`config.mk`:
```
export PLATFORM = sky130hd
export DESIGN_NAME = pev_regs
export DESIGN_NICKNAME = d
export VERILOG_FILES = /design/src/logic/pev_pkg.sv /design/src/logic/pev_ext_out.sv /design/src/logic/pev_i2c.sv /design/src/logic/pev_regs.sv
export SDC_FILE = /design/constraint.sdc
export NUM_CORES = 1
export LEC_CHECK = 0
export BUFFER_PORTS_ARGS = -buffer_cell sky130_fd_sc_hd__buf_2
export CAP_MARGIN = 20
export CELL_PAD_IN_SITES_DETAIL_PLACEMENT = 1
export CELL_PAD_IN_SITES_GLOBAL_PLACEMENT = 1
export CORE_MARGIN = 8
export CORE_UTILIZATION = 35
export DETAILED_ROUTE_END_ITERATION = 7
export PLACE_DENSITY = 0.73
export SLEW_MARGIN = 10
export SYNTH_ARGS = -nofsm -noshare
export SYNTH_HDL_FRONTEND = slang
export SYNTH_SLANG_ARGS = --single-unit
```
`constraint.sdc`:
```
create_clock -name clk_i -period 3.33 [get_ports clk_i]
set_clock_uncertainty 0.05 [all_clocks]
set_input_delay 0.666 -clock clk_i [delete_from_list [all_inputs] [get_ports clk_i]]
set_output_delay 0.666 -clock clk_i [all_outputs]
set_load 0.05 [all_outputs]
```
`src/logic/pev_pkg.sv`:
```
// Shared constants, types and helpers for the event and external enable register bank.
package pev_pkg;
    localparam logic [7:0] A_WARN = 8'h10;
    localparam logic [7:0] A_RSTMASK = 8'h11;
    localparam logic [7:0] A_CLR = 8'h12;
    localparam logic [7:0] A_IMASK = 8'h13;
    localparam logic [7:0] A_SLOT1 = 8'h14;
    localparam logic [7:0] A_SLOT2 = 8'h15;
    localparam logic [7:0] A_TRIG1 = 8'h16;
    localparam logic [7:0] A_TRIG2 = 8'h17;
    localparam logic [7:0] A_DELAY = 8'h18;
    localparam logic [7:0] A_SST0 = 8'h19;
    localparam logic [7:0] A_SST1 = 8'h1A;
    localparam logic [7:0] A_HOST = 8'h30;
    localparam logic [7:0] R_ZERO = 8'h00;
    localparam logic [7:0] R_SLOT = 8'h07;
    localparam logic [7:0] R_TRIG = 8'hC0;
    localparam logic [7:0] R_SST0 = 8'h55;
    localparam int WARN_BIT = 7;
    localparam int FLAG_LSB = 2;
    localparam int SRC_LSB = 6;
    localparam int GOOD_LSB = 3;
    localparam int PIN_LSB = 1;
    localparam int DLY1_LSB = 4;
    localparam int DLY2_LSB = 0;
    localparam int L1SST_BIT = 7;
    localparam int L2SST_BIT = 6;
    localparam int CLK_MHZ = 125;
    localparam int STEP_US = 250;
    localparam int STEP_CYC = STEP_US * CLK_MHZ;
    localparam logic [4:0] LAST_SLOT = 5'h1F;
    localparam logic [1:0] HOST_HIGH = 2'h1;
    // Arbitrary bus address, not tied to any product.
    localparam logic [6:0] I2C_ADDR_DEF = 7'h2A;
    localparam logic [9:0] RAMP_125 = 10'h07D;
    localparam logic [9:0] RAMP_250 = 10'h0FA;
    localparam logic [9:0] RAMP_500 = 10'h1F4;
    localparam logic [9:0] RAMP_750 = 10'h2EE;

    typedef enum logic [1:0] {SRC_GOOD, SRC_PIN, SRC_HOST, SRC_SLOT} pev_src_e;
    typedef struct packed {logic en; logic [7:0] addr; logic [7:0] data;} pev_wr_s;
    typedef struct packed {logic [9:0] b1, b2, b3, b4, l1, l2;} pev_ramp_s;

    function automatic logic [9:0] ramp_us(input logic [1:0] code, input logic ldo);
        if (ldo) begin
            ramp_us = (code == 2'h0) ? RAMP_250 : (code == 2'h1) ? RAMP_500 : 10'h000;
        end else begin
            ramp_us = (code == 2'h0) ? RAMP_125 : (code == 2'h1) ? RAMP_250 :
                      (code == 2'h2) ? RAMP_500 : RAMP_750;
        end
    endfunction
endpackage

```
`src/logic/pev_ext_out.sv`:
```
// One external enable output: trigger selection and rise delay.
`timescale 1ns/1ps
module pev_ext_out #(parameter int STEP_CYCLES = pev_pkg::STEP_CYC) (
    input wire logic clk_i,
    input wire logic rstn_i,
    input wire logic en_i,
    input wire logic [7:0] cfg_i,
    input wire logic [4:0] slot_i,
    input wire logic [3:0] delay_i,
    input wire logic [1:0] host_i,
    input wire logic [7:0] good_i,
    input wire logic [3:0] pin_i,
    input wire logic [4:0] slot_now_i,
    input wire logic wake_start_i,
    output logic out_o
);
    import pev_pkg::*;
    localparam int CW = $clog2(STEP_CYCLES + 1);
    pev_src_e src;
    logic trig, trig_q, slot_hit, busy;
    logic [CW-1:0] cyc;
    logic [3:0] steps;

    assign src = pev_src_e'(cfg_i[SRC_LSB+:2]);

    always_comb begin
        case (src)
            SRC_GOOD: trig = good_i[cfg_i[GOOD_LSB+:3]];
            SRC_PIN: trig = pin_i[cfg_i[PIN_LSB+:2]];
            SRC_SLOT: trig = slot_hit;
            default: trig = 1'b0;
        endcase
    end

    // A slot stays reached until the next wake-up sequence starts.
    always_ff @(posedge clk_i or negedge rstn_i) begin
        if (!rstn_i) begin
            slot_hit <= 1'b0;
        end else if (wake_start_i) begin
            slot_hit <= 1'b0;
        end else if (slot_i != 5'h00 && slot_now_i == slot_i) begin
            slot_hit <= 1'b1;
        end
    end

    // Gating the edge detector by the enable lets a trigger held high across release still count.
    always_ff @(posedge clk_i or negedge rstn_i) begin
        if (!rstn_i) begin
            trig_q <= 1'b0;
        end else begin
            trig_q <= trig && en_i;
        end
    end

    always_ff @(posedge clk_i or negedge rstn_i) begin
        if (!rstn_i) begin
            out_o <= 1'b0;
            busy <= 1'b0;
            cyc <= '0;
            steps <= 4'h0;
        end else if (!en_i) begin
            out_o <= 1'b0;
            busy <= 1'b0;
        end else if (src == SRC_HOST) begin
            out_o <= (host_i == HOST_HIGH);
            busy <= 1'b0;
        end else if (!trig) begin
            out_o <= 1'b0;
            busy <= 1'b0;
        end else if (!trig_q) begin
            busy <= 1'b1;
            cyc <= '0;
            steps <= 4'h0;
        end else if (busy) begin
            if (steps == delay_i) begin
                out_o <= 1'b1;
                busy <= 1'b0;
            end else if (cyc == CW'(STEP_CYCLES - 1)) begin
                cyc <= '0;
                steps <= steps + 4'h1;
            end else begin
                cyc <= cyc + 1'b1;
            end
        end
    end
endmodule

```
`src/logic/pev_i2c.sv`:
```
// Byte-wide I2C target with a register pointer and auto increment.
`timescale 1ns/1ps
module pev_i2c #(parameter logic [6:0] DEV_ADDR = pev_pkg::I2C_ADDR_DEF) (
    input wire logic clk_i,
    input wire logic rstn_i,
    input wire logic scl_i,
    input wire logic sda_i,
    input wire logic [7:0] rdata_i,
    output logic sda_oe_o,
    output logic [7:0] ptr_o,
    output pev_pkg::pev_wr_s wr_o
);
    import pev_pkg::*;
    typedef enum logic [2:0] {ST_IDLE, ST_DEV, ST_PTR, ST_WR, ST_RD} pev_i2c_e;
    pev_i2c_e state;
    logic scl_q, sda_q, ack_ph;
    logic [3:0] bits;
    logic [7:0] sh;
    wire logic rise = scl_i && !scl_q;
    wire logic fall = !scl_i && scl_q;

    always_ff @(posedge clk_i or negedge rstn_i) begin
        if (!rstn_i) begin
            scl_q <= 1'b1;
            sda_q <= 1'b1;
        end else begin
            scl_q <= scl_i;
            sda_q <= sda_i;
        end
    end

    always_ff @(posedge clk_i or negedge rstn_i) begin
        if (!rstn_i) begin
            state <= ST_IDLE;
            bits <= 4'h0;
            sh <= 8'h00;
            ack_ph <= 1'b0;
            sda_oe_o <= 1'b0;
            ptr_o <= 8'h00;
            wr_o <= '0;
        end else begin
            wr_o.en <= 1'b0;
            if (scl_i && scl_q && sda_q && !sda_i) begin
                state <= ST_DEV;
                bits <= 4'h0;
                ack_ph <= 1'b0;
                sda_oe_o <= 1'b0;
            end else if (scl_i && scl_q && !sda_q && sda_i) begin
                state <= ST_IDLE;
                sda_oe_o <= 1'b0;
            end else if (rise) begin
                if (bits < 4'h8) begin
                    sh <= {sh[6:0], sda_i};
                    bits <= bits + 4'h1;
                end else if (state == ST_RD && sda_i) begin
                    state <= ST_IDLE;
                end
            end else if (fall) begin
                if (bits == 4'h8 && !ack_ph) begin
                    ack_ph <= 1'b1;
                    sda_oe_o <= state inside {ST_DEV, ST_PTR, ST_WR} && (state != ST_DEV || sh[7:1] == DEV_ADDR);
                    case (state)
                        ST_DEV: state <= (sh[7:1] != DEV_ADDR) ? ST_IDLE : sh[0] ? ST_RD : ST_PTR;
                        ST_PTR: begin
                            ptr_o <= sh;
                            state <= ST_WR;
                        end
                        ST_WR: begin
                            wr_o <= '{en: 1'b1, addr: ptr_o, data: sh};
                            ptr_o <= ptr_o + 8'h01;
                        end
                        default: ;
                    endcase
                end else if (ack_ph) begin
                    ack_ph <= 1'b0;
                    bits <= 4'h0;
                    sh <= (state == ST_RD) ? rdata_i : sh;
                    sda_oe_o <= (state == ST_RD) && !rdata_i[7];
                    if (state == ST_RD) begin
                        ptr_o <= ptr_o + 8'h01;
                    end
                end else begin
                    sda_oe_o <= (state == ST_RD) && !sh[7];
                end
            end
        end
    end
endmodule

```
`src/logic/pev_regs.sv`:
```
// Event masking, flag and external enable register bank reached over I2C.
// What this block does
// - Bit 7 picks the input overvoltage warning level, 0 low, 1 high.
// - A set reset-mask bit stops its event from pulling the reset output.
// - Writing one to a clear bit clears the matching latched flag only if its event has already gone.
// - A set interrupt-mask bit stops its event raising the flag.
// - Five-bit slot code, zero off, code n at (n-1) 250 us steps.
// - In a wake-up sequence the output rises itself at its slot.
// - Source field bits 7:6 picks good, pin, host level or slot.
// - Good field bits 5:3 picks a rail, reset output or supply monitor.
// - Pin field bits 2:1 picks one of four enable pins, rising after it.
// - Four-bit delay per output, 250 us steps, before the output rises from any source but host level.
// - Second output has its own slot and trigger registers and its own fields in the delay and host registers, with identical encodings.
// - Buck ramp codes give 125, 250, 500 or 750 us.
// - Buck 4 in linear mode gives 250 or 500 us, others reserved.
// - Linear regulator ramp bits sit at 7 and 6, rest read zero.
// - Linear regulator ramp bit gives 250 us at 0, 500 us at 1.
// - External enables stay low until the reset output is released.
// - Host level code 00 drives low and 01 drives high.
`timescale 1ns/1ps
module pev_regs #(
    parameter int STEP_CYCLES = pev_pkg::STEP_CYC,
    parameter logic [6:0] DEV_ADDR = pev_pkg::I2C_ADDR_DEF
) (
    input wire logic clk_i,
    input wire logic rstn_i,
    input wire logic scl_i,
    input wire logic sda_i,
    output logic sda_o,
    output logic sda_oe_o,
    input wire logic [5:0] rail_power_bad_i,
    input wire logic input_overvolt_i,
    input wire logic overtemp_i,
    input wire logic [5:0] exception_i,
    input wire logic [5:0] rail_power_good_i,
    input wire logic supply_monitor_ok_i,
    input wire logic [3:0] enable_pin_i,
    input wire logic wake_i,
    input wire logic buck4_ldo_mode_i,
    output logic reset_out_n_o,
    output logic interrupt_out_n_o,
    output logic external_enable_out1_o,
    output logic external_enable_out2_o,
    output logic input_overvolt_warn_level_o,
    output pev_pkg::pev_ramp_s ramp_o
);
    import pev_pkg::*;
    localparam int SW = 28;
    localparam int CW = $clog2(STEP_CYCLES + 1);

    ////////////////////////////////////////////////////////////////////////
    logic [SW-1:0] sync1, sync2;
    logic scl_s, sda_s, wake_s, wake_q, mon_s, vin_ov_s, ot_s;
    logic [3:0] pin_s;
    logic [5:0] pg_s, pb_s, ev_s;
    logic [7:0] fault;

    // Every pin but buck4_ldo_mode_i and rstn_i passes two flops first, as the pins are foreign to this clock.
    always_ff @(posedge clk_i or negedge rstn_i) begin
        if (!rstn_i) begin
            sync1 <= '0;
            sync2 <= '0;
        end else begin
            sync1 <= {scl_i, sda_i, wake_i, enable_pin_i, rail_power_good_i, supply_monitor_ok_i,
                      rail_power_bad_i, input_overvolt_i, overtemp_i, exception_i};
            sync2 <= sync1;
        end
    end

    assign {scl_s, sda_s, wake_s, pin_s, pg_s, mon_s, pb_s, vin_ov_s, ot_s, ev_s} = sync2;
    assign fault = {pb_s[0], pb_s[1], pb_s[2], pb_s[3], pb_s[4], pb_s[5], vin_ov_s, ot_s};

    ////////////////////////////////////////////////////////////////////////
    pev_wr_s wr;
    logic [7:0] ptr, rdata;
    logic [7:0] rst_mask, imask, slot1, slot2, trig1, trig2, delay, sst0, sst1, host;
    logic warn_level;
    logic [5:0] flags, next_flags, clr;

    pev_i2c #(.DEV_ADDR(DEV_ADDR)) u_i2c (
        .clk_i(clk_i),
        .rstn_i(rstn_i),
        .scl_i(scl_s),
        .sda_i(sda_s),
        .rdata_i(rdata),
        .sda_oe_o(sda_oe_o),
        .ptr_o(ptr),
        .wr_o(wr)
    );

    // The pin is open drain, so the driven level is always low.
    always_ff @(posedge clk_i or negedge rstn_i) begin
        if (!rstn_i) begin
            sda_o <= 1'b0;
        end else begin
            sda_o <= 1'b0;
        end
    end

    always_ff @(posedge clk_i or negedge rstn_i) begin
        if (!rstn_i) begin
            warn_level <= 1'b0;
            rst_mask <= R_ZERO;
            imask <= R_ZERO;
        end else if (wr.en) begin
            case (wr.addr)
                A_WARN: warn_level <= wr.data[WARN_BIT];
                A_RSTMASK: rst_mask <= wr.data;
                A_IMASK: imask <= {wr.data[7:FLAG_LSB], 2'b00};
                default: ;
            endcase
        end
    end

    always_ff @(posedge clk_i or negedge rstn_i) begin
        if (!rstn_i) begin
            slot1 <= R_SLOT;
            slot2 <= R_SLOT;
            trig1 <= R_TRIG;
            trig2 <= R_TRIG;
            delay <= R_ZERO;
            host <= R_ZERO;
        end else if (wr.en) begin
            case (wr.addr)
                A_SLOT1: slot1 <= {3'b000, wr.data[4:0]};
                A_SLOT2: slot2 <= {3'b000, wr.data[4:0]};
                A_TRIG1: trig1 <= {wr.data[7:1], 1'b0};
                A_TRIG2: trig2 <= {wr.data[7:1], 1'b0};
                A_DELAY: delay <= wr.data;
                A_HOST: host <= {4'h0, wr.data[3:0]};
                default: ;
            endcase
        end
    end

    always_ff @(posedge clk_i or negedge rstn_i) begin
        if (!rstn_i) begin
            sst0 <= R_SST0;
            sst1 <= R_ZERO;
        end else if (wr.en && wr.addr == A_SST0) begin
            sst0 <= wr.data;
        end else if (wr.en && wr.addr == A_SST1) begin
            sst1 <= {wr.data[7:6], 6'h00};
        end
    end

    always_comb begin
        case (ptr)
            A_WARN: rdata = {warn_level, 7'h00};
            A_RSTMASK: rdata = rst_mask;
            A_CLR: rdata = {flags, 2'b00};
            A_IMASK: rdata = imask;
            A_SLOT1: rdata = slot1;
            A_SLOT2: rdata = slot2;
            A_TRIG1: rdata = trig1;
            A_TRIG2: rdata = trig2;
            A_DELAY: rdata = delay;
            A_SST0: rdata = sst0;
            A_SST1: rdata = sst1;
            A_HOST: rdata = host;
            default: rdata = R_ZERO;
        endcase
    end

    ////////////////////////////////////////////////////////////////////////
    // A clear only takes where the event has gone, and a new event wins over it.
    assign clr = (wr.en && wr.addr == A_CLR) ? wr.data[7:FLAG_LSB] : 6'h00;
    assign next_flags = (flags & ~(clr & ~ev_s)) | (ev_s & ~imask[7:FLAG_LSB]);

    always_ff @(posedge clk_i or negedge rstn_i) begin
        if (!rstn_i) begin
            flags <= 6'h00;
        end else begin
            flags <= next_flags;
        end
    end

    always_ff @(posedge clk_i or negedge rstn_i) begin
        if (!rstn_i) begin
            interrupt_out_n_o <= 1'b1;
            reset_out_n_o <= 1'b0;
            input_overvolt_warn_level_o <= 1'b0;
        end else begin
            interrupt_out_n_o <= ~|(flags & ~imask[7:FLAG_LSB]);
            reset_out_n_o <= ~|(fault & ~rst_mask);
            input_overvolt_warn_level_o <= warn_level;
        end
    end

    always_ff @(posedge clk_i or negedge rstn_i) begin
        if (!rstn_i) begin
            ramp_o <= '0;
        end else begin
            ramp_o.b1 <= ramp_us(sst0[7:6], 1'b0);
            ramp_o.b2 <= ramp_us(sst0[5:4], 1'b0);
            ramp_o.b3 <= ramp_us(sst0[3:2], 1'b0);
            ramp_o.b4 <= ramp_us(sst0[1:0], buck4_ldo_mode_i);
            ramp_o.l1 <= ramp_us({1'b0, sst1[L1SST_BIT]}, 1'b1);
            ramp_o.l2 <= ramp_us({1'b0, sst1[L2SST_BIT]}, 1'b1);
        end
    end

    ////////////////////////////////////////////////////////////////////////
    // Wake-up schedule: slot n is live from step n-1, one step each 250 us.
    logic [4:0] slot_now;
    logic [CW-1:0] wcyc;
    logic wake_start;
    logic [7:0] good;

    always_ff @(posedge clk_i or negedge rstn_i) begin
        if (!rstn_i) begin
            wake_q <= 1'b0;
            wake_start <= 1'b0;
        end else begin
            wake_q <= wake_s;
            wake_start <= wake_s && !wake_q;
        end
    end

    always_ff @(posedge clk_i or negedge rstn_i) begin
        if (!rstn_i) begin
            slot_now <= 5'h00;
            wcyc <= '0;
        end else if (wake_start) begin
            slot_now <= 5'h01;
            wcyc <= '0;
        end else if (slot_now != 5'h00) begin
            if (wcyc == CW'(STEP_CYCLES - 1)) begin
                wcyc <= '0;
                slot_now <= (slot_now == LAST_SLOT) ? 5'h00 : slot_now + 5'h01;
            end else begin
                wcyc <= wcyc + 1'b1;
            end
        end
    end

    assign good = {mon_s, reset_out_n_o, pg_s};

    // Both outputs wait for the reset output's release before any activity.
    pev_ext_out #(.STEP_CYCLES(STEP_CYCLES)) u_out1 (
        .clk_i(clk_i),
        .rstn_i(rstn_i),
        .en_i(reset_out_n_o),
        .cfg_i(trig1),
        .slot_i(slot1[4:0]),
        .delay_i(delay[DLY1_LSB+:4]),
        .host_i(host[1:0]),
        .good_i(good),
        .pin_i(pin_s),
        .slot_now_i(slot_now),
        .wake_start_i(wake_start),
        .out_o(external_enable_out1_o)
    );

    pev_ext_out #(.STEP_CYCLES(STEP_CYCLES)) u_out2 (
        .clk_i(clk_i),
        .rstn_i(rstn_i),
        .en_i(reset_out_n_o),
        .cfg_i(trig2),
        .slot_i(slot2[4:0]),
        .delay_i(delay[DLY2_LSB+:4]),
        .host_i(host[3:2]),
        .good_i(good),
        .pin_i(pin_s),
        .slot_now_i(slot_now),
        .wake_start_i(wake_start),
        .out_o(external_enable_out2_o)
    );

    ////////////////////////////////////////////////////////////////////////
    property p_reset_pull;
        @(posedge clk_i) disable iff (!rstn_i) (|(fault & ~rst_mask)) |=> !reset_out_n_o;
    endproperty
    a_reset_pull: assert property (p_reset_pull) else $error("unmasked fault did not pull reset");

    // The sampled reset term keeps the release edge, where the flop still holds reset, out of the check.
    property p_reset_masked;
        @(posedge clk_i) disable iff (!rstn_i) (rstn_i && (fault & ~rst_mask) == 8'h00) |=> reset_out_n_o;
    endproperty
    a_reset_masked: assert property (p_reset_masked) else $error("masked fault pulled reset");

    property p_clear;
        @(posedge clk_i) disable iff (!rstn_i)
            (wr.en && wr.addr == A_CLR && wr.data[7:2] == 6'h3F && ev_s == 6'h00) |=> flags == 6'h00;
    endproperty
    a_clear: assert property (p_clear) else $error("write one did not clear flags");

    property p_set_wins;
        @(posedge clk_i) disable iff (!rstn_i) (ev_s[0] && !imask[FLAG_LSB]) |=> flags[0];
    endproperty
    a_set_wins: assert property (p_set_wins) else $error("unmasked event lost");

    property p_masked_quiet;
        @(posedge clk_i) disable iff (!rstn_i) (imask[7:2] == 6'h3F && flags == 6'h00) |=> flags == 6'h00;
    endproperty
    a_masked_quiet: assert property (p_masked_quiet) else $error("masked event set a flag");

    property p_irq;
        @(posedge clk_i) disable iff (!rstn_i) (flags & ~imask[7:2]) != 6'h00 |=> !interrupt_out_n_o;
    endproperty
    a_irq: assert property (p_irq) else $error("interrupt not asserted");

    property p_hold_before_release;
        @(posedge clk_i) disable iff (!rstn_i) !reset_out_n_o |=> !external_enable_out1_o && !external_enable_out2_o;
    endproperty
    a_hold_before_release: assert property (p_hold_before_release) else $error("enable before release");

    property p_host_level;
        @(posedge clk_i) disable iff (!rstn_i)
            (reset_out_n_o && trig1[7:6] == 2'b10 && host[1:0] == 2'b01) |=> external_enable_out1_o;
    endproperty
    a_host_level: assert property (p_host_level) else $error("host level not driven");

    property p_b4_ldo;
        @(posedge clk_i) disable iff (!rstn_i) (buck4_ldo_mode_i && sst0[1:0] == 2'b00) |=> ramp_o.b4 == 10'h0FA;
    endproperty
    a_b4_ldo: assert property (p_b4_ldo) else $error("buck4 linear ramp wrong");

    property p_warn;
        @(posedge clk_i) disable iff (!rstn_i) (wr.en && wr.addr == A_WARN) |=> ##1
            input_overvolt_warn_level_o == $past(wr.data[7], 2);
    endproperty
    a_warn: assert property (p_warn) else $error("warning level not applied");

    property p_flag_hold;
        @(posedge clk_i) disable iff (!rstn_i) (flags[0] && ev_s[0]) |=> flags[0];
    endproperty
    a_flag_hold: assert property (p_flag_hold) else $error("flag cleared while event present");

    property p_linreg_ramp;
        @(posedge clk_i) disable iff (!rstn_i) sst1[L1SST_BIT] |=> ramp_o.l1 == RAMP_500;
    endproperty
    a_linreg_ramp: assert property (p_linreg_ramp) else $error("linear regulator ramp wrong");

    c_slot_rise: cover property (@(posedge clk_i) disable iff (!rstn_i)
        trig1[7:6] == 2'b11 ##1 $rose(external_enable_out1_o));
    c_flag: cover property (@(posedge clk_i) disable iff (!rstn_i) $rose(flags[0]));
    c_pin_rise: cover property (@(posedge clk_i) disable iff (!rstn_i)
        trig2[7:6] == 2'b01 ##1 $rose(external_enable_out2_o));
    c_host_rise: cover property (@(posedge clk_i) disable iff (!rstn_i)
        trig1[7:6] == 2'b10 ##1 $rose(external_enable_out1_o));
endmodule
```
After elaboration in Yosys (flattened, before gate mapping) --
Index checks and enable logic that the tools add are counted.
Storage, ports and cells: memory bits (writable) 0, register bits after elaboration 296, memories 0, input bits 31, ROM bits 0, latch bits 0
Cells by class: $mul 0, bitwise operators 16, divide/modulo/power cells 0, multiplexer cells 124, add/sub/neg operators 8, order comparisons 5, equal/unequal tests 78, reductions and logical operators 83, shift operators 0
Operators by type and width (count):
- $eq 8x5->1 const B | 22
- $mux 15 | 11
- $mux 10 | 13
- $mux 17 | 6
- $pmux 8 s12 | 1
- $mux 8 | 9
- $mux 4 | 15
- $add 15x1->15 const B | 3
- $eq 15x15->1 const B | 3
- $mux 1 | 43
- $mux 9 | 4
- $ne 4x4->1 const B | 8
- $mux 3 | 9
- $and 6x6->6 | 4
- $reduce_and 2->1 | 12
- $logic_and 1x1->1 | 20
- $mux 5 | 4
- $reduce_and 5->1 | 4
- $reduce_bool 2->1 | 10
- $reduce_bool 5->1 | 4
- $not 6->6 | 3
- $reduce_and 6->1 | 3
- $eq 2x1->1 const B | 8
- $eq 2x2->1 const B | 8
- 39 further kinds | 87

Longest topological paths before layout --
Gate-level depths: netlist of run 1.
depth after elaboration 10, depth in mapped cells 9

Cells and area by module --
From an unflattened synthesis of run 1, not the netlist that was laid out.
Second synthesis, totals: cell total of the unflattened synthesis 1147, area total of the unflattened synthesis 13010.0 um2
By module, submodules not included:
- pev_regs | area an instance 7463.4 um2, sequential area each 4673.2 um2, cells each 587, times used 1
- pev_i2c | area an instance 2298.5 um2, sequential area each 1103.6 um2, cells each 216, times used 1
- pev_ext_out (u_out2) | area an instance 1630.3 um2, sequential area each 575.6 um2, cells each 172, times used 1
- pev_ext_out (u_out1) | area an instance 1617.8 um2, sequential area each 575.6 um2, cells each 172, times used 1

Worst setup path before layout of run 1 --
No wires, ideal clock.
kind register -> register, start register u_out1.cyc[1], end register u_out1.steps[3], setup time 0.069 ns, data arrival time 2.235 ns, setup slack 0.976 ns, stages on the path, launching flop included 8, clock period less this slack 2.354 ns, path through dfrtp_1 > inv_1 > ha_1 > or4bb_1 > o41ai_4 > nand3_1 > or4b_1 > nand3_1
Between the ends: longest elaborated chain between the ends 3
Ends and longest elaborated chain:
- start, declared | RTL line pev_ext_out.sv:21 | logic [CW-1:0] cyc;
- start signal, assigned | RTL line pev_ext_out.sv:82 | cyc <= cyc + 1'b1;
- $eq 15x15->1 | RTL line pev_ext_out.sv:78 | end else if (cyc == CW'(STEP_CYCLES - 1)) begin
- $ne 2x2->1 (no source line)
- $reduce_and 6->1 (no source line)
- end signal, assigned | RTL line pev_ext_out.sv:80 | steps <= steps + 4'h1;
- end, declared | RTL line pev_ext_out.sv:22 | logic [3:0] steps;
No other way between the ends. A chain may end at the register's enable or synchronous reset.

Worst setup path after layout of run 1 --
start register u_i2c.scl_q, end register u_i2c.sh[5]
Between the ends: longest elaborated chain between the ends 5, elaborated cells between the ends (all ways) 17, those cells by class 2 x eq/ne; 1 x mux; 2 x bitwise; 12 x reduce/logical
Ends and longest elaborated chain:
- start, declared | RTL line pev_i2c.sv:16 | logic scl_q, sda_q, ack_ph;
- start signal, assigned | RTL line pev_i2c.sv:27 | scl_q <= scl_i;
- parallel branches: the longest is 5 deep, another holds $reduce_and 7->1
- end signal, assigned | RTL line pev_i2c.sv:53 | sh <= {sh[6:0], sda_i};
- end signal, assigned | RTL line pev_i2c.sv:77 | sh <= (state == ST_RD) ? rdata_i : sh;
- end, declared | RTL line pev_i2c.sv:18 | logic [7:0] sh;
Several ways; the timed one is not identified.

==> results of run 1 <==
## power breakdown
group / internal [uW] / leakage, uW / switching, uW / total (uW)
Sequential: 3450 / 0.00351 / 103 / 3560
Clock: 1870 / 0.000458 / 1360 / 3230
Combinational: 154 / 0.00249 / 287 / 441
Total: 5470 / 0.00646 / 1750 / 7220
## logic make-up after synthesis
| family | share of synthesized area (%) |
|---|---|
| adder cells (fa/ha/maj) | 1.97 |
| AND/OR/NAND/NOR | 14.4 |
| buffers and inverters | 4.77 |
| flip-flops | 54.5 |
| AO/OA/AOI/OAI | 13.2 |
| multiplexers | 9.08 |
| other | 0.0591 |
| XOR/XNOR | 2.00 |
## routing by layer
metal / routed length [um] / vias up / global-route usage (%)
met5: 0 / - / 0
met4: 872 / 0 / 4.50
li1: - / 4239 / -
met3: 1180 / 50 / 2.15
met1: 15400 / 4727 / 21.4
met2: 16000 / 178 / 26.4
## worst max path at each step
stage	from	end	depth (start not counted)	slack, ns
4_1_cts	u_i2c.scl_q$_DFF_PN1_	u_i2c.sh[5]$_DFFE_PN0P_	7	0.59
3_3_place_gp	u_i2c.scl_q$_DFF_PN1_	u_i2c.sh[7]$_DFFE_PN0P_	7	0.76
5_1_grt	sync2[27]$_DFF_PN0_	u_i2c.sh[1]$_DFFE_PN0P_	6	0.45
3_5_place_dp	u_i2c.scl_q$_DFF_PN1_	u_i2c.sh[5]$_DFFE_PN0P_	7	0.64
6_report	u_i2c.scl_q$_DFF_PN1_	u_i2c.sh[5]$_DFFE_PN0P_	7	0.60
2_1_floorplan	u_out1.cyc[1]$_DFFE_PN0P_	u_out1.steps[3]$_DFFE_PN0P_	7	0.98
## flip-flops by register name (all words and copies together) (netlist names), 6 cells and up
name	flops
sst0	8
trig2	7
u_out2.cyc	15
u_i2c.wr_o	17
rst_mask	8
trig1	7
imask	6
flags	6
sync1	28
u_i2c.sh	8
delay	8
ramp_o	38
sync2	28
u_out1.cyc	15
wcyc	15
u_i2c.ptr_o	8
## area by class of cell
| class | count | share of cell area [%] |
|---|---|---|
| tap | 461 | 3.98 |
| clock buffer | 51 | 6.07 |
| multi-input combinational | 739 | 35.9 |
| timing repair buffer | 107 | 4.28 |
| inverter | 58 | 1.50 |
| clock inverter | 4 | 0.509 |
| sequential | 276 | 47.8 |
## per-stage QoR
step	hold WS [ns]	instance area [sq um]	utilization (%)	total power (uW)
4_1_cts	0.0341	14500	40.6	7320
5_1_grt	0.0500	14500	40.6	7520
2_1_floorplan	0.281	12700	-	3880
6_report	0.0192	14500	40.6	7220
3_5_place_dp	0.286	13500	38.0	4070
3_3_place_gp	0.283	13500	38.0	4040
## placed cells by master (no fill, tap or decap), types with 22 or more instances in the layout
cell / count
dfrtp_1: 259
buf_2: 91
mux2_2: 75
nand2_1: 64
o21ai_0: 63
nor2_1: 60
inv_1: 58
nand3_1: 46
o31ai_1: 35
clkbuf_16: 30
a21oi_1: 28
xor2_1: 26
mux2i_1: 23
nand2b_1: 22
==> summary.md, run 1 <==
| Metric | Value |
|---|---|
| Status | finished, final reports clean |
| Diodes inserted | 0 |
| Slowest-stage cell, CP | dfstp_2 |
| Area occupied by multi-input gates | slightly above 5000 sq um |
| Mean Syn Cell Area | 11.1 sq um |
| CP Max Fanout | 16 |
| Num Clock Sinks | 276 |
| Vias in the first global route | between 9,000 and 10,000 |
| Kind of critical path | reg2reg |
| Post_cts resized | 0 |
| Cell area after synthesis | ~13,000 sq um |
| Largest stage delay on the critical path | about 0.55 ns |
| WP data arrival | approximately 3.2 ns |
| Synth cell count leaders | dfrtp_1 (259), mux2_2 (75), nand2_1 (64), o21ai_0 (63), nor2_1 (60) |
| Detailed Routing Iterations Pass 1 | 4 |
| Routed vias/inst | 5.42 |
| Tmin final | 2.73 ns |
| Antenna Nets Post-Route | 0 |
| DP HPWL | 23,400 um |
| I/O Buffers | 92 |
| Layout cells sized above 1 | 21.1% |
| Root Driver | clkbuf_16 |
| Fmax | about 370 MHz |
| First-pass GRT wire length | 54,700 um |
| TritonCTS clock tree | done |
| Fraction of registers with async set/reset | 100% |
| Die area | 42,600 sq um |
| CP Buf/Inv Count | 2 |
| Worst reg2reg path endpoint | u_i2c.sh[5]$_DFFE_PN0P_ |
| Largest net degree at the start of global routing | 79 |
| R2R depth | 7 |
| P_leak | 0.00646 uW |
| Cell Pwr Density | 498 nW/um^2 |
| Crit. End Element | flop |
| VDD IR max | between 0.3 and 0.4 mV |
| Area growth syn-to-layout | 14.1% |
| Total negative slack | 0 ns |
| RSZ-0062 raised after global routing | false |
| Setup WS post-layout | 0.598 ns |
| Post-Route WL | 33,400 um |
| Routed WL per cell | 19.7 um |
| Rel. slew slack | 35.0% |
| Top post-synthesis cells by area | dfrtp_1 (51%), mux2_2 (6.6%), dfstp_2 (3.5%) |
| Final Max Tran Viols | 0 |
| Setup violators final | 0 |
| CORE AREA | 35,700 sq um |
| EDFF count, synth | 0 |
| Synth cell types | 83 |
| Dpl cells | around 1,600 |
| Seq/Total Area, Yosys | between 50 and 60% |
| Final period util | 82.1% |
| Initial antenna violation count | 0 |
| Startpoint types | flop |
| Synth top area share | approximately 51% |
| Cts bufs inserted | 30 |
| Synth Instances | 1,146 |
| Flops & latches, synth | 276 |
| Post-CTS Hold Buffers | 0 |
| Gr ovfl total | 0 |
| Overall global routing resource usage | between 15 and 20% |
| H-tree level count | 1 |
| Worst Path Required | 3.75 ns |
| Site Rows | 69 |
| CP Cell Sequence | inv_1, ha_1, inv_1, a31oi_1, or3_1, or3_1, o21ai_0 |
| Reg area | 6930 sq um |
| Synth Flop Type | dfrtp_1 |
| DRC Markers | 0 |
| Area leader, netlist | dfrtp_1 |
| Clock transition at path regs | 0.06 ns |
| Initial Utilization | 35.6% |
| Worst-Skew Late Latency | 0.57 ns |
| R2R setup slack | 0.60 ns |
| Die X | 207 um |
| Maximum clock insertion buffer count | 3 |
| Delay-heaviest family, CP | simple AND/OR/NAND/NOR gates |
| Pre-CTS setup slack | approximately 0.64 ns |
| Hold Vio Cnt, Final | 0 |
| Tightest Pin Transition | 0.965 ns |
| Post-Layout Cell Count | 1,696 |
| Max-cap viol count | 0 |
| Synth warn | 0 |
| # IOs | 98 |
| Iteration-0 DRC count of the detailed router | approximately 640 |
| NumNets Final | 1,263 |
| Fill cells | just under 4,000 |
| Die height | 207 um |
| Routed vias | approximately 9,200 |
| Reg-to-reg startpoint | u_i2c.scl_q$_DFF_PN1_ |
| Hold Path Class | in2async |
| Post-CTS setup buffer count | 0 |
| Most common cell in the netlist | dfrtp_1 |
| Placer Congestion | 0.867 |
Note: power is estimated with default switching activity, not from simulation.
==> run 2, diff against run 1 <==
--- a/config.mk
+++ b/config.mk
@@ -12,7 +12,7 @@
 export CORE_MARGIN = 8
 export CORE_UTILIZATION = 35
 export DETAILED_ROUTE_END_ITERATION = 7
-export PLACE_DENSITY = 0.73
+export PLACE_DENSITY = 0.75
 export SLEW_MARGIN = 10
 export SYNTH_ARGS = -nofsm -noshare
 export SYNTH_HDL_FRONTEND = slang
==> constraint.sdc (replaced) <==
create_clock -name clk_i -period 2.5 [get_ports clk_i]
set_clock_uncertainty 0.05 [all_clocks]
set_input_delay 0.5 -clock clk_i [delete_from_list [all_inputs] [get_ports clk_i]]
set_output_delay 0.5 -clock clk_i [all_outputs]
set_load 0.05 [all_outputs]
==> run 2 against run 1 <==
Critical path depth shrank 1. Fmax grew 15%. Final area grew 5.1%. Register-to-register slack lost 0.48 ns. Critical path type unchanged. Largest cell class unchanged.
==> summary.md, run 2 (synthesis results as in run 1) <==
| Metric | Value |
|---|---|
| Pint | 7700 uW (+41%) |
| Crit. End Element | flop |
| P_leak | 0.00685 uW (+6.0%) |
| Gr ovfl total | 0 (unchanged) |
| Cell Pwr Density | 661 nW/um^2 (+33%) |
| Die X | 207 um (unchanged) |
| Post-Route WL | 34,500 um (+3.1%) |
| DRC Markers | 0 (unchanged) |
| Area growth syn-to-layout | 19.9% |
| Startpoint types | flop |
| Vias in the first global route | 10,300 (+5.7%) |
| Routed vias/inst | 5.39 (-0.65%) |
| Number of flip-flops under the largest register name | 38 (unchanged) |
| CORE AREA | 35,700 sq um (unchanged) |
| Area after DPL | 13,900 sq um (+2.3%) |
| Maximum clock insertion buffer count | 3 (unchanged) |
| TritonCTS clock tree | done |
| NumNets Final | 1,331 (+5.4%) |
| Num Clock Sinks | 276 (unchanged) |
| Sw frac | 23.6% (-0.65 points) |
| WP data arrival | 2.77 ns (-0.38 ns) |
| Clock share of power | 46.5% (+1.8 points) |
| Tmin final | 2.38 ns (-0.353 ns) |
| # IOs | 98 (unchanged) |
| Kind of critical path | reg2reg |
| RSZ-0062 raised after global routing | false |
| DP HPWL | 24,000 um (+2.5%) |
| Detailed Routing Iterations Pass 1 | 4 (unchanged) |
| Most common cell after layout, fill and taps aside | dfrtp_1 |
| H-tree level count | 1 (unchanged) |
| Overall global routing resource usage | 16.3% (+0.46 points) |
| Largest net degree at the start of global routing | 60 (-24%) |
| Rel. slew slack | 54.1% (+19 points) |
| Area occupied by multi-input gates | 5210 sq um (+0.24%) |
| Dpl cells | 1,680 (+2.4%) |
| Total negative slack | 0 ns (unchanged) |
| Routed vias | 9,506 (+3.4%) |
| Hold Vio Cnt, Final | 0 (unchanged) |
| Placer Congestion | 0.876 (+1.0%) |
| Switching pwr | 2370 uW (+36%) |
| Gate power share | 6.5% (+0.4 points) |
| Antenna Nets Post-Route | 0 (unchanged) |
| Layout cells sized above 1 | 24.1% (+3.0 points) |
| Post-Layout Cell Count | 1,765 (+4.1%) |
| First-pass GRT wire length | 56,200 um (+2.9%) |
| Sequential power share | 46.9% (-2.3 points) |
| Layout Utilization | 42.7% (+2.1 points) |
| Site Rows | 69 (unchanged) |
| Worst-Skew Late Latency | 0.57 ns (about the same) |
| Fill cells | 3,903 (-0.077%) |
| Tightest Pin Transition | 0.683 ns (-0.283 ns) |
| Setup violators final | 0 (unchanged) |
| VDD IR max | 0.537 mV (+40%) |
| Initial antenna violation count | 0 (unchanged) |
| Worst Path Required | 2.89 ns (-0.86 ns) |
| Status | finished, final reports clean |
| Initial Utilization | 35.6% (unchanged) |
| Largest registers | ramp_o: 38 flops, sync1: 28 flops, sync2: 28 flops |
| Clock transition at path regs | 0.06 ns (about the same) |
| Iteration-0 DRC count of the detailed router | 589 (-8.1%) |
| Final period util | 95.2% (+13 points) |
| Most frequent cells in the layout | dfrtp_1 (257), buf_2 (91), mux2_2 (75) |
| Routed WL per cell | 19.5 um (-0.97%) |
| Final total power | 10,100 uW (+39%) |
| Fmax | 420 MHz (+15%) |
| I/O Buffers | 92 (unchanged) |
| CP Max Fanout | 14 (-2) |
| Max-cap viol count | 0 (unchanged) |
| Final Max Tran Viols | 0 (unchanged) |
| Biggest register | ramp_o |
| Post-Layout Inst Area | 15,200 sq um (+5.1%) |
| Hold Path Class | in2reg |
| Diodes inserted | 0 (unchanged) |
| Die area | 42,600 sq um (unchanged) |
| Root Driver | clkbuf_16 |
| Die height | 207 um (unchanged) |
| Post-CTS setup buffer count | 0 (unchanged) |
| Reg area | 6930 sq um (about the same) |
| Cts bufs inserted | 30 (unchanged) |
[run 2: power groups by stage]
stage               Combinational [uW]  Clock [uW]  Sequential [uW]
finish                             658        4680             4730
global route                       737        4980             4750
CTS                                671        4820             4730
detailed placement                 632           0             4810
global placement                   606           0             4800
floorplan                          375           0             4790
[run 2: per-stage QoR]
step,hold WS (ns),worst slack [ns]
floorplan,0.154,0.146
global placement,0.284,0.179
detailed placement,0.286,0.0746
CTS,0.133,0.0439
global route,0.168,0.0106
finish,0.165,0.121
[run 2: critical path, cell delays in order (launching register included)]
cell and delay (ns):
dfrtp_2 0.47, mux2i_1 0.15, a311oi_1 0.34, a31oi_2 0.25, or3_1 0.41, buf_4 0.20, o41ai_1 0.37
[run 2: final cells by class]
cell class                      instances  share of cell area [%]
Tap cell                              461                    3.79
Inverter                               58                    1.43
Timing Repair Buffer                  175                    8.09
Sequential cell                       276                    45.5
Clock buffer                           45                    5.76
Multi-Input combinational cell        739                    34.2
Clock inverter                         11                    1.23
[run 2: per-layer routing]
layer	GRT usage (%)	share of wire, %
met3	2.29	3.4
met1	20.7	44
met5	0	0
met4	5.27	2.9
met2	28.4	50
[run 2: path summary, 6_finish.rpt]
path                                 startpoint  cells after the start  slack, ns                          to
setup / recovery           trig1[3]$_DFFE_PN0P_                      6       0.12   u_out1.cyc[7]$_DFFE_PN0P_
hold / removal                 buck4_ldo_mode_i                      2       0.17        ramp_o[26]$_DFF_PN0_
setup reg to reg           trig1[3]$_DFFE_PN0P_                      6       0.12   u_out1.cyc[7]$_DFFE_PN0P_
hold reg to reg             sync1[20]$_DFF_PN0_                      0       0.30         sync2[20]$_DFF_PN0_
max in group asynchronous                rstn_i                      3       1.20        trig2[7]$_DFFE_PN1P_
min in group asynchronous                rstn_i                      2       0.41  u_out2.cyc[13]$_DFFE_PN0P_
[run 2: what timing repair did]
item,4_1_cts,5_1_grt
hold buffers,29,0
hold endpoints to repair,79,0
gates resized for setup,0,8
endpoints found under the setup margin,0,15
==> run 3, diff against run 2 <==
--- a/config.mk
+++ b/config.mk
@@ -13,6 +13,7 @@
 export CORE_UTILIZATION = 35
 export DETAILED_ROUTE_END_ITERATION = 7
 export PLACE_DENSITY = 0.75
+export RECOVER_POWER = 50
 export SLEW_MARGIN = 10
 export SYNTH_ARGS = -nofsm -noshare
 export SYNTH_HDL_FRONTEND = slang
==> run 3 against run 2 <==
The flow now finishes with violations (capacitance limit, slew limit). Non-clock buffer count unchanged. First-iteration DRC count fell by 5.1%. Register-to-register slack barely moved. Wire length decreased by 0.23%. Fmax shrank 0.36%.
==> summary.md, run 3 (synthesis results as in run 1) <==
| Metric | Value |
|---|---|
| Status | finished, violations left |
| Failing checks | capacitance limit, slew limit |
| Initial Utilization | 35.6% (unchanged) |
| Die X | 207 um (unchanged) |
| Largest stage delay on the critical path | 0.47 ns (about the same) |
| Fill cells | 3,908 (+0.13%) |
| Sw frac | 23.6% (about the same) |
| CP Cell Sequence | mux2i_1, a311oi_1, a31oi_2, or3_1, buf_4, o41ai_1 |
| P_leak | 0.00683 uW (-0.31%) |
| Routed vias | 9,573 (+0.70%) |
| Overall global routing resource usage | 16.3% (unchanged) |
| Post-Layout Inst Area | 15,200 sq um (-0.27%) |
| Post-Layout Cell Count | 1,765 (unchanged) |
| Pint | 7690 uW (-0.10%) |
| Worst-Skew Late Latency | 0.57 ns (about the same) |
| Final Max Tran Viols | 60 (+60) |
| CP Max Fanout | 14 (unchanged) |
| Detailed Routing Iterations Pass 1 | 5 (+1) |
| Initial antenna violation count | 0 (unchanged) |
| Kind of critical path | reg2reg |
| VDD IR max | 0.535 mV (-0.28%) |
| Cts bufs inserted | 30 (unchanged) |
| Vias in the first global route | 10,300 (unchanged) |
| Routed WL per cell | 19.5 um (-0.23%) |
| Area after DPL | 13,900 sq um (unchanged) |
| Diodes inserted | 0 (unchanged) |
| Startpoint types | flop |
| NumNets Final | 1,331 (unchanged) |
| Gr ovfl total | 0 (unchanged) |
| Biggest register | ramp_o |
| DP HPWL | 24,000 um (unchanged) |
| Rel. slew slack | -1.90% (-56 points) |
| Site Rows | 69 (unchanged) |
| I/O Buffers | 92 (unchanged) |
| Gate power share | 6.4% (about the same) |
| Area growth syn-to-layout | 19.6% |
| Most frequent cells in the layout | dfrtp_1 (257), buf_2 (90), mux2_2 (75) |
| Placer Congestion | 0.876 (unchanged) |
| Antenna Nets Post-Route | 0 (unchanged) |
| First-pass GRT wire length | 56,200 um (unchanged) |
| Num Clock Sinks | 276 (unchanged) |
| Setup violators final | 0 (unchanged) |
| Final total power | 10,100 uW (-0.10%) |
| DRC Markers | 0 (unchanged) |
| Largest net degree at the start of global routing | 60 (unchanged) |
| Slowest-stage cell, CP | dfrtp_2 |
| Hold Path Class | in2reg |
| Max-cap viol count | 1 (+1) |
| H-tree level count | 1 (unchanged) |
| Layout Utilization | 42.6% (-0.12 points) |
| RSZ-0062 raised after global routing | false |
| Reg area | 6930 sq um (unchanged) |
| Die height | 207 um (unchanged) |
| Die area | 42,600 sq um (unchanged) |
| Area occupied by multi-input gates | 5210 sq um (unchanged) |
| Most common cell after layout, fill and taps aside | dfrtp_1 |
| Maximum clock insertion buffer count | 3 (unchanged) |
| Iteration-0 DRC count of the detailed router | 559 (-5.1%) |
| Final period util | 95.5% (+0.34 points) |
| Cell Pwr Density | 662 nW/um^2 (+0.17%) |
| Tightest Pin Transition | 1.53 ns (+0.846 ns) |
| Tmin final | 2.39 ns (+0.00861 ns) |
| Number of flip-flops under the largest register name | 38 (unchanged) |
| Fmax | 419 MHz (-0.36%) |
| WP data arrival | 2.78 ns (about the same) |
| CORE AREA | 35,700 sq um (unchanged) |
| Layout cells sized above 1 | 23.5% (-0.54 points) |
| Total negative slack | 0 ns (unchanged) |
| Clock transition at path regs | 0.06 ns (about the same) |
| Clock share of power | 46.6% (about the same) |
| Largest registers | ramp_o: 38 flops, sync1: 28 flops, sync2: 28 flops |
| Worst Path Required | 2.90 ns (about the same) |
| Dpl cells | 1,680 (unchanged) |
| Post-CTS setup buffer count | 0 (unchanged) |
| Hold Vio Cnt, Final | 0 (unchanged) |
| Sequential power share | 47.0% (about the same) |
| Root Driver | clkbuf_16 |
| # IOs | 98 (unchanged) |
| TritonCTS clock tree | done |
| Crit. End Element | flop |
| Switching pwr | 2370 uW (-0.11%) |
| Routed vias/inst | 5.42 (+0.70%) |
| Post-Route WL | 34,400 um (-0.23%) |
run 3: power by group through the flow:
stage | Combinational (uW) | Sequential, uW | Clock (uW)
global placement | 606 | 4800 | 0
detailed placement | 632 | 4810 | 0
CTS | 671 | 4730 | 4820
global route | 728 | 4750 | 4980
finish | 648 | 4730 | 4680
floorplan | 375 | 4790 | 0
run 3: worst paths after layout:
path,start,to,slack [ns],depth (start not counted)
worst min register to register,sync1[20]$_DFF_PN0_,sync2[20]$_DFF_PN0_,0.30,0
worst max-delay path,trig1[3]$_DFFE_PN0P_,u_out1.cyc[7]$_DFFE_PN0P_,0.11,6
min in group asynchronous,rstn_i,u_out2.cyc[13]$_DFFE_PN0P_,0.79,2
worst max register to register,trig1[3]$_DFFE_PN0P_,u_out1.cyc[7]$_DFFE_PN0P_,0.11,6
worst min-delay path,buck4_ldo_mode_i,ramp_o[26]$_DFF_PN0_,0.16,2
max in group asynchronous,rstn_i,interrupt_out_n_o$_DFF_PN1_,0.40,3
run 3: area by class of cell:
type	count	area share [%]
multi-input combinational	739	34.3
timing repair buffer	175	7.84
clock buffer	45	5.77
tap	461	3.80
sequential	276	45.6
clock inverter	11	1.24
inverter	58	1.43
run 3: what timing repair did:
action                     in CTS  in global routing
resized for setup               0                  8
hold endpoints to repair       79                  0
setup endpoints to repair       0                 15
hold buffers                   29                  0
run 3: worst max-delay path, delay by kind of cell (launching register included):
kind            cells  cell delay, ns
mux                 1            0.15
flops               1            0.47
buf+inv             1            0.20
compound gates      3            0.97
simple gates        1            0.42
run 3: layer usage:
metal	part of all wire, %	vias up	track usage, %
met1	43	4933	20.7
met2	50	191	28.4
met4	3.0	0	5.27
met3	3.6	65	2.29
li1	-	4384	-
met5	0	-	0
run 3: through the flow:
step,hold slack (ns),setup slack (ns)
CTS,0.133,0.0439
finish,0.165,0.112
global placement,0.284,0.179
detailed placement,0.286,0.0746
floorplan,0.154,0.146
global route,0.168,0.0106
